## src/rtl/frpc_pkg.sv

```systemverilog
package frpc_pkg;

  // widths
  localparam int unsigned REG_W  = 16;
  localparam int unsigned CNT_W  = 16;
  localparam int unsigned FINE_W = 4;
  localparam int unsigned ADDR_W = 18;
  localparam int unsigned DATA_W = 32;
  localparam int unsigned SLOTS  = 2;

  // register indices; byte address is four times the index
  localparam logic [15:0] IDX_CTRL   = 16'h6AC0;
  localparam logic [15:0] IDX_FLAGS  = 16'h6AC1;
  localparam logic [15:0] IDX_CLEAR  = 16'h6AC2;
  localparam logic [15:0] IDX_FORCE  = 16'h6AC3;
  localparam logic [15:0] IDX_COUNT  = 16'h6AC4;
  localparam logic [15:0] IDX_RISE0  = 16'h6AD0;
  localparam logic [15:0] IDX_FALL0  = 16'h6AD2;
  localparam logic [15:0] IDX_RISE1  = 16'h6AD8;
  localparam logic [15:0] IDX_FALL1  = 16'h6ADA;
  localparam logic [1:0]  BYTE_OFS   = 2'h0;

  // reset values and writable masks
  localparam logic [REG_W-1:0] CTRL_RESET  = 16'h0000;
  localparam logic [REG_W-1:0] CTRL_WMASK  = 16'h003F;
  localparam logic [REG_W-1:0] FLAG_MASK   = 16'h0007;
  localparam logic [CNT_W-1:0] CNT_RESET   = 16'h0000;
  localparam logic [CNT_W-1:0] CNT_MAX     = 16'hFFFF;

  // axi responses
  localparam logic [1:0] RESP_OKAY   = 2'h0;
  localparam logic [1:0] RESP_SLVERR = 2'h2;

  typedef struct packed {
    logic [9:0] rsvd;
    logic       cal_en;
    logic       delta_en;
    logic       hires_en;
    logic       pll_sel;
    logic       fall_ie;
    logic       rise_ie;
  } frpc_ctrl_s;

  typedef struct packed {
    logic [12:0] rsvd;
    logic        ovf;
    logic        fall;
    logic        rise;
  } frpc_flags_s;

  typedef struct packed {
    logic [ADDR_W-1:0] addr;
    logic [DATA_W-1:0] data;
    logic [3:0]        strb;
  } frpc_wreq_s;

endpackage

```

## src/rtl/frpc_sync.sv

```systemverilog
`timescale 1ns/1ps
module frpc_sync #(
  parameter int unsigned W = 1
) (
  // clock, reset, enable
  input  wire logic         aclk,
  input  wire logic         aresetn,
  input  wire logic         ce,
  // level in and out
  input  wire logic [W-1:0] d,
  output logic      [W-1:0] q
);

  logic [W-1:0] meta_q;
  logic [W-1:0] sync_q;

  always_ff @(posedge aclk) begin
    if (!aresetn) begin
      meta_q <= '0;
      sync_q <= '0;
    end else if (ce) begin
      meta_q <= d;
      sync_q <= meta_q;
    end
  end

  assign q = sync_q;

endmodule

```

## src/rtl/frpc_top.sv

```systemverilog
`timescale 1ns/1ps
module frpc_top
  import frpc_pkg::*;
(
  // clock, reset, enable
  input  wire logic              aclk,
  input  wire logic              aresetn,
  input  wire logic              ce,
  // axi4-lite write address
  input  wire logic [ADDR_W-1:0] s_axi_awaddr,
  input  wire logic [2:0]        s_axi_awprot,
  input  wire logic              s_axi_awvalid,
  output logic                   s_axi_awready,
  // axi4-lite write data
  input  wire logic [DATA_W-1:0] s_axi_wdata,
  input  wire logic [3:0]        s_axi_wstrb,
  input  wire logic              s_axi_wvalid,
  output logic                   s_axi_wready,
  // axi4-lite write response
  output logic [1:0]             s_axi_bresp,
  output logic                   s_axi_bvalid,
  input  wire logic              s_axi_bready,
  // axi4-lite read address
  input  wire logic [ADDR_W-1:0] s_axi_araddr,
  input  wire logic [2:0]        s_axi_arprot,
  input  wire logic              s_axi_arvalid,
  output logic                   s_axi_arready,
  // axi4-lite read data
  output logic [DATA_W-1:0]      s_axi_rdata,
  output logic [1:0]             s_axi_rresp,
  output logic                   s_axi_rvalid,
  input  wire logic              s_axi_rready,
  // capture inputs (asynchronous)
  input  wire logic              capture_in,
  input  wire logic              eighth_pwm_output_a,
  input  wire logic              secondary_pll_output,
  input  wire logic [FINE_W-1:0] fine_code,
  // same-clock permission level
  input  wire logic              protected_write_permission,
  // interrupt
  output logic                   irq
);

  // synchronised inputs
  logic [FINE_W+2:0] async_in;
  logic [FINE_W+2:0] async_s;
  logic              pin_s;
  logic              pwm_s;
  logic              pll_s;
  logic [FINE_W-1:0] fine_s;

  assign async_in = {fine_code, secondary_pll_output, eighth_pwm_output_a, capture_in};

  frpc_sync #(.W(FINE_W + 3)) u_sync (
    .aclk    (aclk),
    .aresetn (aresetn),
    .ce      (ce),
    .d       (async_in),
    .q       (async_s)
  );

  assign pin_s  = async_s[0];
  assign pwm_s  = async_s[1];
  assign pll_s  = async_s[2];
  assign fine_s = async_s[FINE_W+2:3];

  // registers
  frpc_ctrl_s        ctrl_q;
  frpc_flags_s       flags_q;
  frpc_flags_s       flags_d;
  logic [CNT_W-1:0]  cnt_q;
  logic [CNT_W-1:0]  cnt_d;
  logic [REG_W-1:0]  rise_q [SLOTS];
  logic [REG_W-1:0]  fall_q [SLOTS];
  logic              slot_q;
  logic              src_prev_q;
  logic              pll_prev_q;

  // axi state
  logic              aw_hold_q;
  logic              w_hold_q;
  frpc_wreq_s        wreq_q;
  logic              bvalid_q;
  logic [1:0]        bresp_q;
  logic              rvalid_q;
  logic [1:0]        rresp_q;
  logic [DATA_W-1:0] rdata_q;

  // capture source: calibration routes the pwm channel in place of the pin
  logic src;
  logic rise_ev;
  logic fall_ev;
  logic tick;
  logic wrap;
  logic [REG_W-1:0] cap_val;

  assign src     = ctrl_q.cal_en ? pwm_s : pin_s;
  assign rise_ev = src & ~src_prev_q;
  assign fall_ev = ~src & src_prev_q;
  // counter runs every cycle or on each pll rising edge
  assign tick    = ctrl_q.pll_sel ? (pll_s & ~pll_prev_q) : 1'b1;
  assign wrap    = tick & (cnt_q == CNT_MAX);
  // fine mode: low bits carry the sub-clock phase of the edge
  assign cap_val = ctrl_q.hires_en ?
                   {cnt_q[CNT_W-FINE_W-1:0], fine_s} : cnt_q;

  // delta mode restarts the count at every captured edge
  assign cnt_d = (ctrl_q.delta_en & (rise_ev | fall_ev)) ? CNT_RESET :
                 tick ? CNT_W'(cnt_q + 1'b1) : cnt_q;

  always_ff @(posedge aclk) begin
    if (!aresetn) begin
      cnt_q      <= CNT_RESET;
      src_prev_q <= 1'b0;
      pll_prev_q <= 1'b0;
    end else if (ce) begin
      cnt_q      <= cnt_d;
      src_prev_q <= src;
      pll_prev_q <= pll_s;
    end
  end

  // two-deep buffer; slot advances after the fall of each pair
  always_ff @(posedge aclk) begin
    if (!aresetn) begin
      rise_q <= '{default: '0};
      fall_q <= '{default: '0};
      slot_q <= 1'b0;
    end else if (ce) begin
      if (rise_ev) begin
        rise_q[slot_q] <= cap_val;
      end
      if (fall_ev) begin
        fall_q[slot_q] <= cap_val;
        slot_q         <= ~slot_q;
      end
    end
  end

  // write path: address and data taken in either order, then applied
  logic             aw_take;
  logic             w_take;
  logic             do_write;
  logic [15:0]      widx;
  logic [REG_W-1:0] wval;
  logic [REG_W-1:0] wbmask;
  logic             w_ctrl;
  logic             w_clear;
  logic             w_force;
  logic             w_hit;

  assign s_axi_awready = ~aw_hold_q & ~bvalid_q;
  assign s_axi_wready  = ~w_hold_q & ~bvalid_q;
  assign aw_take       = s_axi_awvalid & s_axi_awready;
  assign w_take        = s_axi_wvalid & s_axi_wready;
  assign do_write      = aw_hold_q & w_hold_q & ~bvalid_q;
  assign widx          = wreq_q.addr[ADDR_W-1:2];
  assign wbmask        = {{8{wreq_q.strb[1]}}, {8{wreq_q.strb[0]}}};
  assign wval          = wreq_q.data[REG_W-1:0] & wbmask;
  // a misaligned write is refused and must not touch any register
  assign w_ctrl        = do_write & w_hit & (widx == IDX_CTRL);
  assign w_clear       = do_write & w_hit & (widx == IDX_CLEAR);
  assign w_force       = do_write & w_hit & (widx == IDX_FORCE);
  assign w_hit         = (wreq_q.addr[1:0] == BYTE_OFS) &
                         ((widx == IDX_CTRL) | (widx == IDX_CLEAR) |
                          (widx == IDX_FORCE) | (widx == IDX_FLAGS) |
                          (widx == IDX_COUNT) | (widx == IDX_RISE0) |
                          (widx == IDX_FALL0) | (widx == IDX_RISE1) |
                          (widx == IDX_FALL1));

  always_ff @(posedge aclk) begin
    if (!aresetn) begin
      aw_hold_q <= 1'b0;
      w_hold_q  <= 1'b0;
      wreq_q    <= '0;
      bvalid_q  <= 1'b0;
      bresp_q   <= RESP_OKAY;
    end else if (ce) begin
      if (aw_take) begin
        aw_hold_q   <= 1'b1;
        wreq_q.addr <= s_axi_awaddr;
      end
      if (w_take) begin
        w_hold_q    <= 1'b1;
        wreq_q.data <= s_axi_wdata;
        wreq_q.strb <= s_axi_wstrb;
      end
      if (do_write) begin
        aw_hold_q <= 1'b0;
        w_hold_q  <= 1'b0;
        bvalid_q  <= 1'b1;
        bresp_q   <= w_hit ? RESP_OKAY : RESP_SLVERR;
      end else if (bvalid_q & s_axi_bready) begin
        bvalid_q <= 1'b0;
      end
    end
  end

  assign s_axi_bvalid = bvalid_q;
  assign s_axi_bresp  = bresp_q;

  // control register; writes without permission are dropped silently
  always_ff @(posedge aclk) begin
    if (!aresetn) begin
      ctrl_q <= CTRL_RESET;
    end else if (ce && w_ctrl && protected_write_permission) begin
      ctrl_q <= (ctrl_q & ~(CTRL_WMASK & wbmask)) | (wval & CTRL_WMASK);
    end
  end

  // flags: hardware set and force win over a clear in the same cycle
  logic [REG_W-1:0] set_v;
  logic [REG_W-1:0] clr_v;
  logic [REG_W-1:0] frc_v;

  assign set_v   = {13'h0000, wrap, fall_ev, rise_ev};
  assign clr_v   = w_clear ? (wval & FLAG_MASK) : '0;
  assign frc_v   = w_force ? (wval & FLAG_MASK) : '0;
  assign flags_d = (flags_q & ~clr_v) | set_v | frc_v;

  always_ff @(posedge aclk) begin
    if (!aresetn) begin
      flags_q <= '0;
    end else if (ce) begin
      flags_q <= flags_d;
    end
  end

  assign irq = (flags_q.rise & ctrl_q.rise_ie) | (flags_q.fall & ctrl_q.fall_ie);

  // read path: one cycle after the address is taken
  logic [15:0]      ridx;
  logic             r_hit;
  logic [REG_W-1:0] r_val;

  assign s_axi_arready = ~rvalid_q;
  assign ridx          = s_axi_araddr[ADDR_W-1:2];
  assign r_hit         = (s_axi_araddr[1:0] == BYTE_OFS) &
                         ((ridx == IDX_CTRL) | (ridx == IDX_FLAGS) |
                          (ridx == IDX_CLEAR) | (ridx == IDX_FORCE) |
                          (ridx == IDX_COUNT) | (ridx == IDX_RISE0) |
                          (ridx == IDX_FALL0) | (ridx == IDX_RISE1) |
                          (ridx == IDX_FALL1));
  // clear and force read as zero
  assign r_val = (ridx == IDX_CTRL)  ? REG_W'(ctrl_q)  :
                 (ridx == IDX_FLAGS) ? REG_W'(flags_q) :
                 (ridx == IDX_COUNT) ? cnt_q           :
                 (ridx == IDX_RISE0) ? rise_q[0]       :
                 (ridx == IDX_FALL0) ? fall_q[0]       :
                 (ridx == IDX_RISE1) ? rise_q[1]       :
                 (ridx == IDX_FALL1) ? fall_q[1]       : '0;

  always_ff @(posedge aclk) begin
    if (!aresetn) begin
      rvalid_q <= 1'b0;
      rresp_q  <= RESP_OKAY;
      rdata_q  <= '0;
    end else if (ce) begin
      if (s_axi_arvalid & ~rvalid_q) begin
        rvalid_q <= 1'b1;
        rresp_q  <= r_hit ? RESP_OKAY : RESP_SLVERR;
        rdata_q  <= r_hit ? {16'h0000, r_val} : '0;
      end else if (rvalid_q & s_axi_rready) begin
        rvalid_q <= 1'b0;
      end
    end
  end

  assign s_axi_rvalid = rvalid_q;
  assign s_axi_rresp  = rresp_q;
  assign s_axi_rdata  = rdata_q;

endmodule

```

## config.mk

```make
export PLATFORM = sky130hd
export DESIGN_NAME = frpc_top
export DESIGN_NICKNAME = d
export VERILOG_FILES = /design/src/rtl/frpc_pkg.sv /design/src/rtl/frpc_sync.sv /design/src/rtl/frpc_top.sv
export SDC_FILE = /design/constraint.sdc
export NUM_CORES = 1
export LEC_CHECK = 0
export BUFFER_PORTS_ARGS = -buffer_cell sky130_fd_sc_hd__buf_2
export CAP_MARGIN = 15
export CORE_UTILIZATION = 56
export CTS_CLUSTER_SIZE = 16
export DETAILED_ROUTE_END_ITERATION = 16
export PLACE_DENSITY = 0.9
export SLEW_MARGIN = 20
export SYNTH_ARGS = -nofsm -noshare
export SYNTH_HDL_FRONTEND = slang
export SYNTH_SLANG_ARGS = --single-unit
```

## constraint.sdc

```tcl
create_clock -name aclk -period 3.8 [get_ports aclk]
set_clock_uncertainty 0.15 [all_clocks]
set_input_delay 0.76 -clock aclk [delete_from_list [all_inputs] [get_ports aclk]]
set_output_delay 0.76 -clock aclk [all_outputs]
set_load 0.02 [all_outputs]
```

==> reports/qor.csv <==
stage,metric,value,unit
outcome,status,"complete, no violations",
critical_path,crit_fanout,7,
synth,ys.flop_type,dfxtp_1,
flow_run,drv_cap,0,
placed_design,gp_congestion,0.896,
placed_design,portBuffers,82,
cts,path_clk_slew,0.06,ns
critical_path,crit_type,reg2reg,
route,wl_per_cell,16.7,um
power_and_ir_drop,switching_power,0.863,mW
synth,synth.cell_area,0.00689,mm2
synth,synth_edf_count,0,
synth,synth_xor_area_share,1.65,%
layout,syn2layout_area_growth,14.1,%
global_route,grt_util_met3,5.73,%
global_route,grt_util_met1,33.8,%
synth,netlist_instances,778,
timing,setup_tns,0,ns
cts,clk-insertion-delay-late,0.43,ns
synth,synthArstFlopShare,0,%
die,core-area,0.0120,mm2
die,die-area,0.0128,mm2
die,ios,136,
global_route,globalRoute.totalOverflow,0,
timing,fmax,375,MHz
power_and_ir_drop,sequentialPowerShare,47.7,%
critical_path,ff2ff_setup_slack,1.13,ns
power_and_ir_drop,p_comb_share,6.6,%
timing,maxSlewHeadroom,29.3,%
timing,tightestPinTransition,1.04,ns
critical_path,required,3.95,ns
global_route,grt_first_pass_wirelength,26.8,mm
synth,synth.area.mux_share,7.12,%
global_route,grt_most_used_layer,met2,
cts,cts_max_level,4,
global_route,grt_pass1_vias,5465,
critical_path,arrival,2.81,ns
synth,synth_fa_ha_area_share,0.545,%
timing,slew_violations,0,
critical_path,path_cells,mux2i_1 -> ha_1 -> nor2b_1 -> o311ai_1 -> nor4_1 -> xnor2_1 -> nor2_1,
route,vias,6024,
synth,synth_area_per_cell,8.86,um2
timing,grt_setup_unrepaired,no,
hold_path,hp-class,reg2reg,
cts,numClockSinks,153,
global_route,use_met2,43.7,%
placed_design,dpl.hpwl,10.8,mm
cts,cts_root_buf,clkbuf_16,
critical_path,crit_family,simple AND/OR/NAND/NOR gates,
timing,setup_violations,0,
synth,synth_warnings,0,
synth,yosys.area_share.simple,21.5,%
global_route,antenna_found_initial,0,
layout,layout-drive-gt1-share,17.6,%
critical_path,critPathCaptureType,register,
route,route.detailed.drc,0,
synth,synth_cell_type_count,63,
die,rows,40,
cts,cts_hold_buf,0,
timing,fin_ws,1.13,ns
cts,postCtsResizedCells,0,
power_and_ir_drop,leakage,2.82,nW
layout,diodes,0,
power_and_ir_drop,power.density,446,mW/mm2
die,die_y,113,um
layout,final_common_cell,dfxtp_1,
cts,cts_setup_buffers,0,
critical_path,max_stage_delay,0.44,ns
synth,synth_top_family_by_area,simple AND/OR/NAND/NOR gates,
global_route,track_usage,26.6,%
global_route,grt_max_degree,49,
route,first_iter_violations,566,
cts,cts_buffers,17,
power_and_ir_drop,swShare,24.6,%
route,postRouteAntennaNets,0,
route,drt_first_pass_iters,6,
synth,synth-compound-area-share,18.6,%
placed_design,place_ws,0.828,ns
timing,period_needed,2.67,ns
power_and_ir_drop,peakVddDrop,0.354,mV
power_and_ir_drop,clkPwrFrac,45.7,%
critical_path,cp_slowest_cell,nor4_1,
cts,max-clock-path-buffers,2,
layout,most-common-layout-cells,"dfxtp_1 (152), nor2_1 (125), buf_2 (82)",
route,drt-total-wl,16.6,mm
layout,finalNetCount,934,
cts,cts_tree,built,
die,die_x,113,um
synth,synth_seq_cells,153,
synth,seq_area_frac_synth,44.4,%
critical_path,start_kind,register,
route,vias_per_cell,6.04,
power_and_ir_drop,p_int,2.65,mW
critical_path,worst-path-buf-inv,0,
timing,finalHoldViolCount,0,
timing,post-route-period-util,70.2,%
die,start_util,57.4,%
-- cells in the mapped netlist (9+ instances only) --
library cell | number | area [um2]
o21ai_1 | 10 | 50.1
nor3_1 | 17 | 85.1
xnor2_1 | 12 | 105
clkbuf_1 | 40 | 150
a211oi_1 | 66 | 495
buf_4 | 21 | 158
a222oi_1 | 9 | 90.1
nand2b_1 | 12 | 75.1
dfxtp_1 | 153 | 3060
a21oi_1 | 34 | 170
mux2i_1 | 49 | 490
a22oi_1 | 20 | 150
nand2_1 | 71 | 267
nor2_1 | 127 | 477
inv_1 | 12 | 45.0
-- flip-flops by register name (all words and copies together) (netlist names), 3 cells and up, named ones only --
register and flops:
fall_q 32, rise_q 32, cnt_q 16, s_axi_rdata 16, widx 16, wreq_q 8
u_sync.meta_q 7, u_sync.q 7, flags_q 3
-- path summary, 6_finish.rpt --
kind / startpoint / endpoint / cells past startpoint
worst max-delay path: register / cnt_q[14] / 7
worst min-delay path: widx[12] / widx[12] / 2
worst max register to register: register / cnt_q[14] / 7
worst min register to register: widx[12] / widx[12] / 2
-- final cells by class --
class                      instances  area (um2)
fill                             926        4150
inverter                          13        50.0
clock buffer                      18         439
clock inverter                    14         125
sequential                       153        3060
timing repair buffer              96         515
multi-input combinational        556        3490
tap                              147         184
-- per-stage QoR --
stage	power, mW	util [%]	hold slack, ns	cell area [um2]	cells
final	3.51	65.5	0.302	7870	997
after global routing	3.63	65.5	0.338	7870	997
after CTS	3.52	65.5	0.302	7870	997
after detailed placement	1.93	60.8	0.293	7300	965
after global placement	1.93	60.8	0.288	7300	965
after floorplan	1.87	-	0.281	6960	795
-- kinds of logic (layout without fill, tap and decap cells) --
family	count (synthesis)	after routing
other	1	18
muxes	49	49
DFF	153	153
adders and majority gates	3	3
xor gates and xnor gates	13	13
buffers and inverters	86	141
and+or+nand+nor	295	295
AOI/OAI and AO/OA	178	178
-- worst reg2reg max path, stage by stage (launching register included) --
cell	delay, ns
dfxtp_1	0.41
mux2i_1	0.35
ha_1	0.29
nor2b_1	0.32
o311ai_1	0.37
nor4_1	0.44
xnor2_1	0.16
nor2_1	0.05
-- power by group through the flow --
stage	logic, mW	clock network (mW)	registers, mW
final	0.232	1.61	1.67
after global routing	0.255	1.69	1.68
after CTS	0.230	1.62	1.67
after detailed placement	0.227	0	1.71
after global placement	0.221	0	1.71
after floorplan	0.172	0	1.70
-- per-layer routing --
metal | wire length (um) | up-vias
li1 | - | 2897
met1 | 6910 | 2797
met2 | 7810 | 295
met3 | 1540 | 35
met4 | 379 | 0
met5 | 0 | -
(Power assumes the default switching activity.)
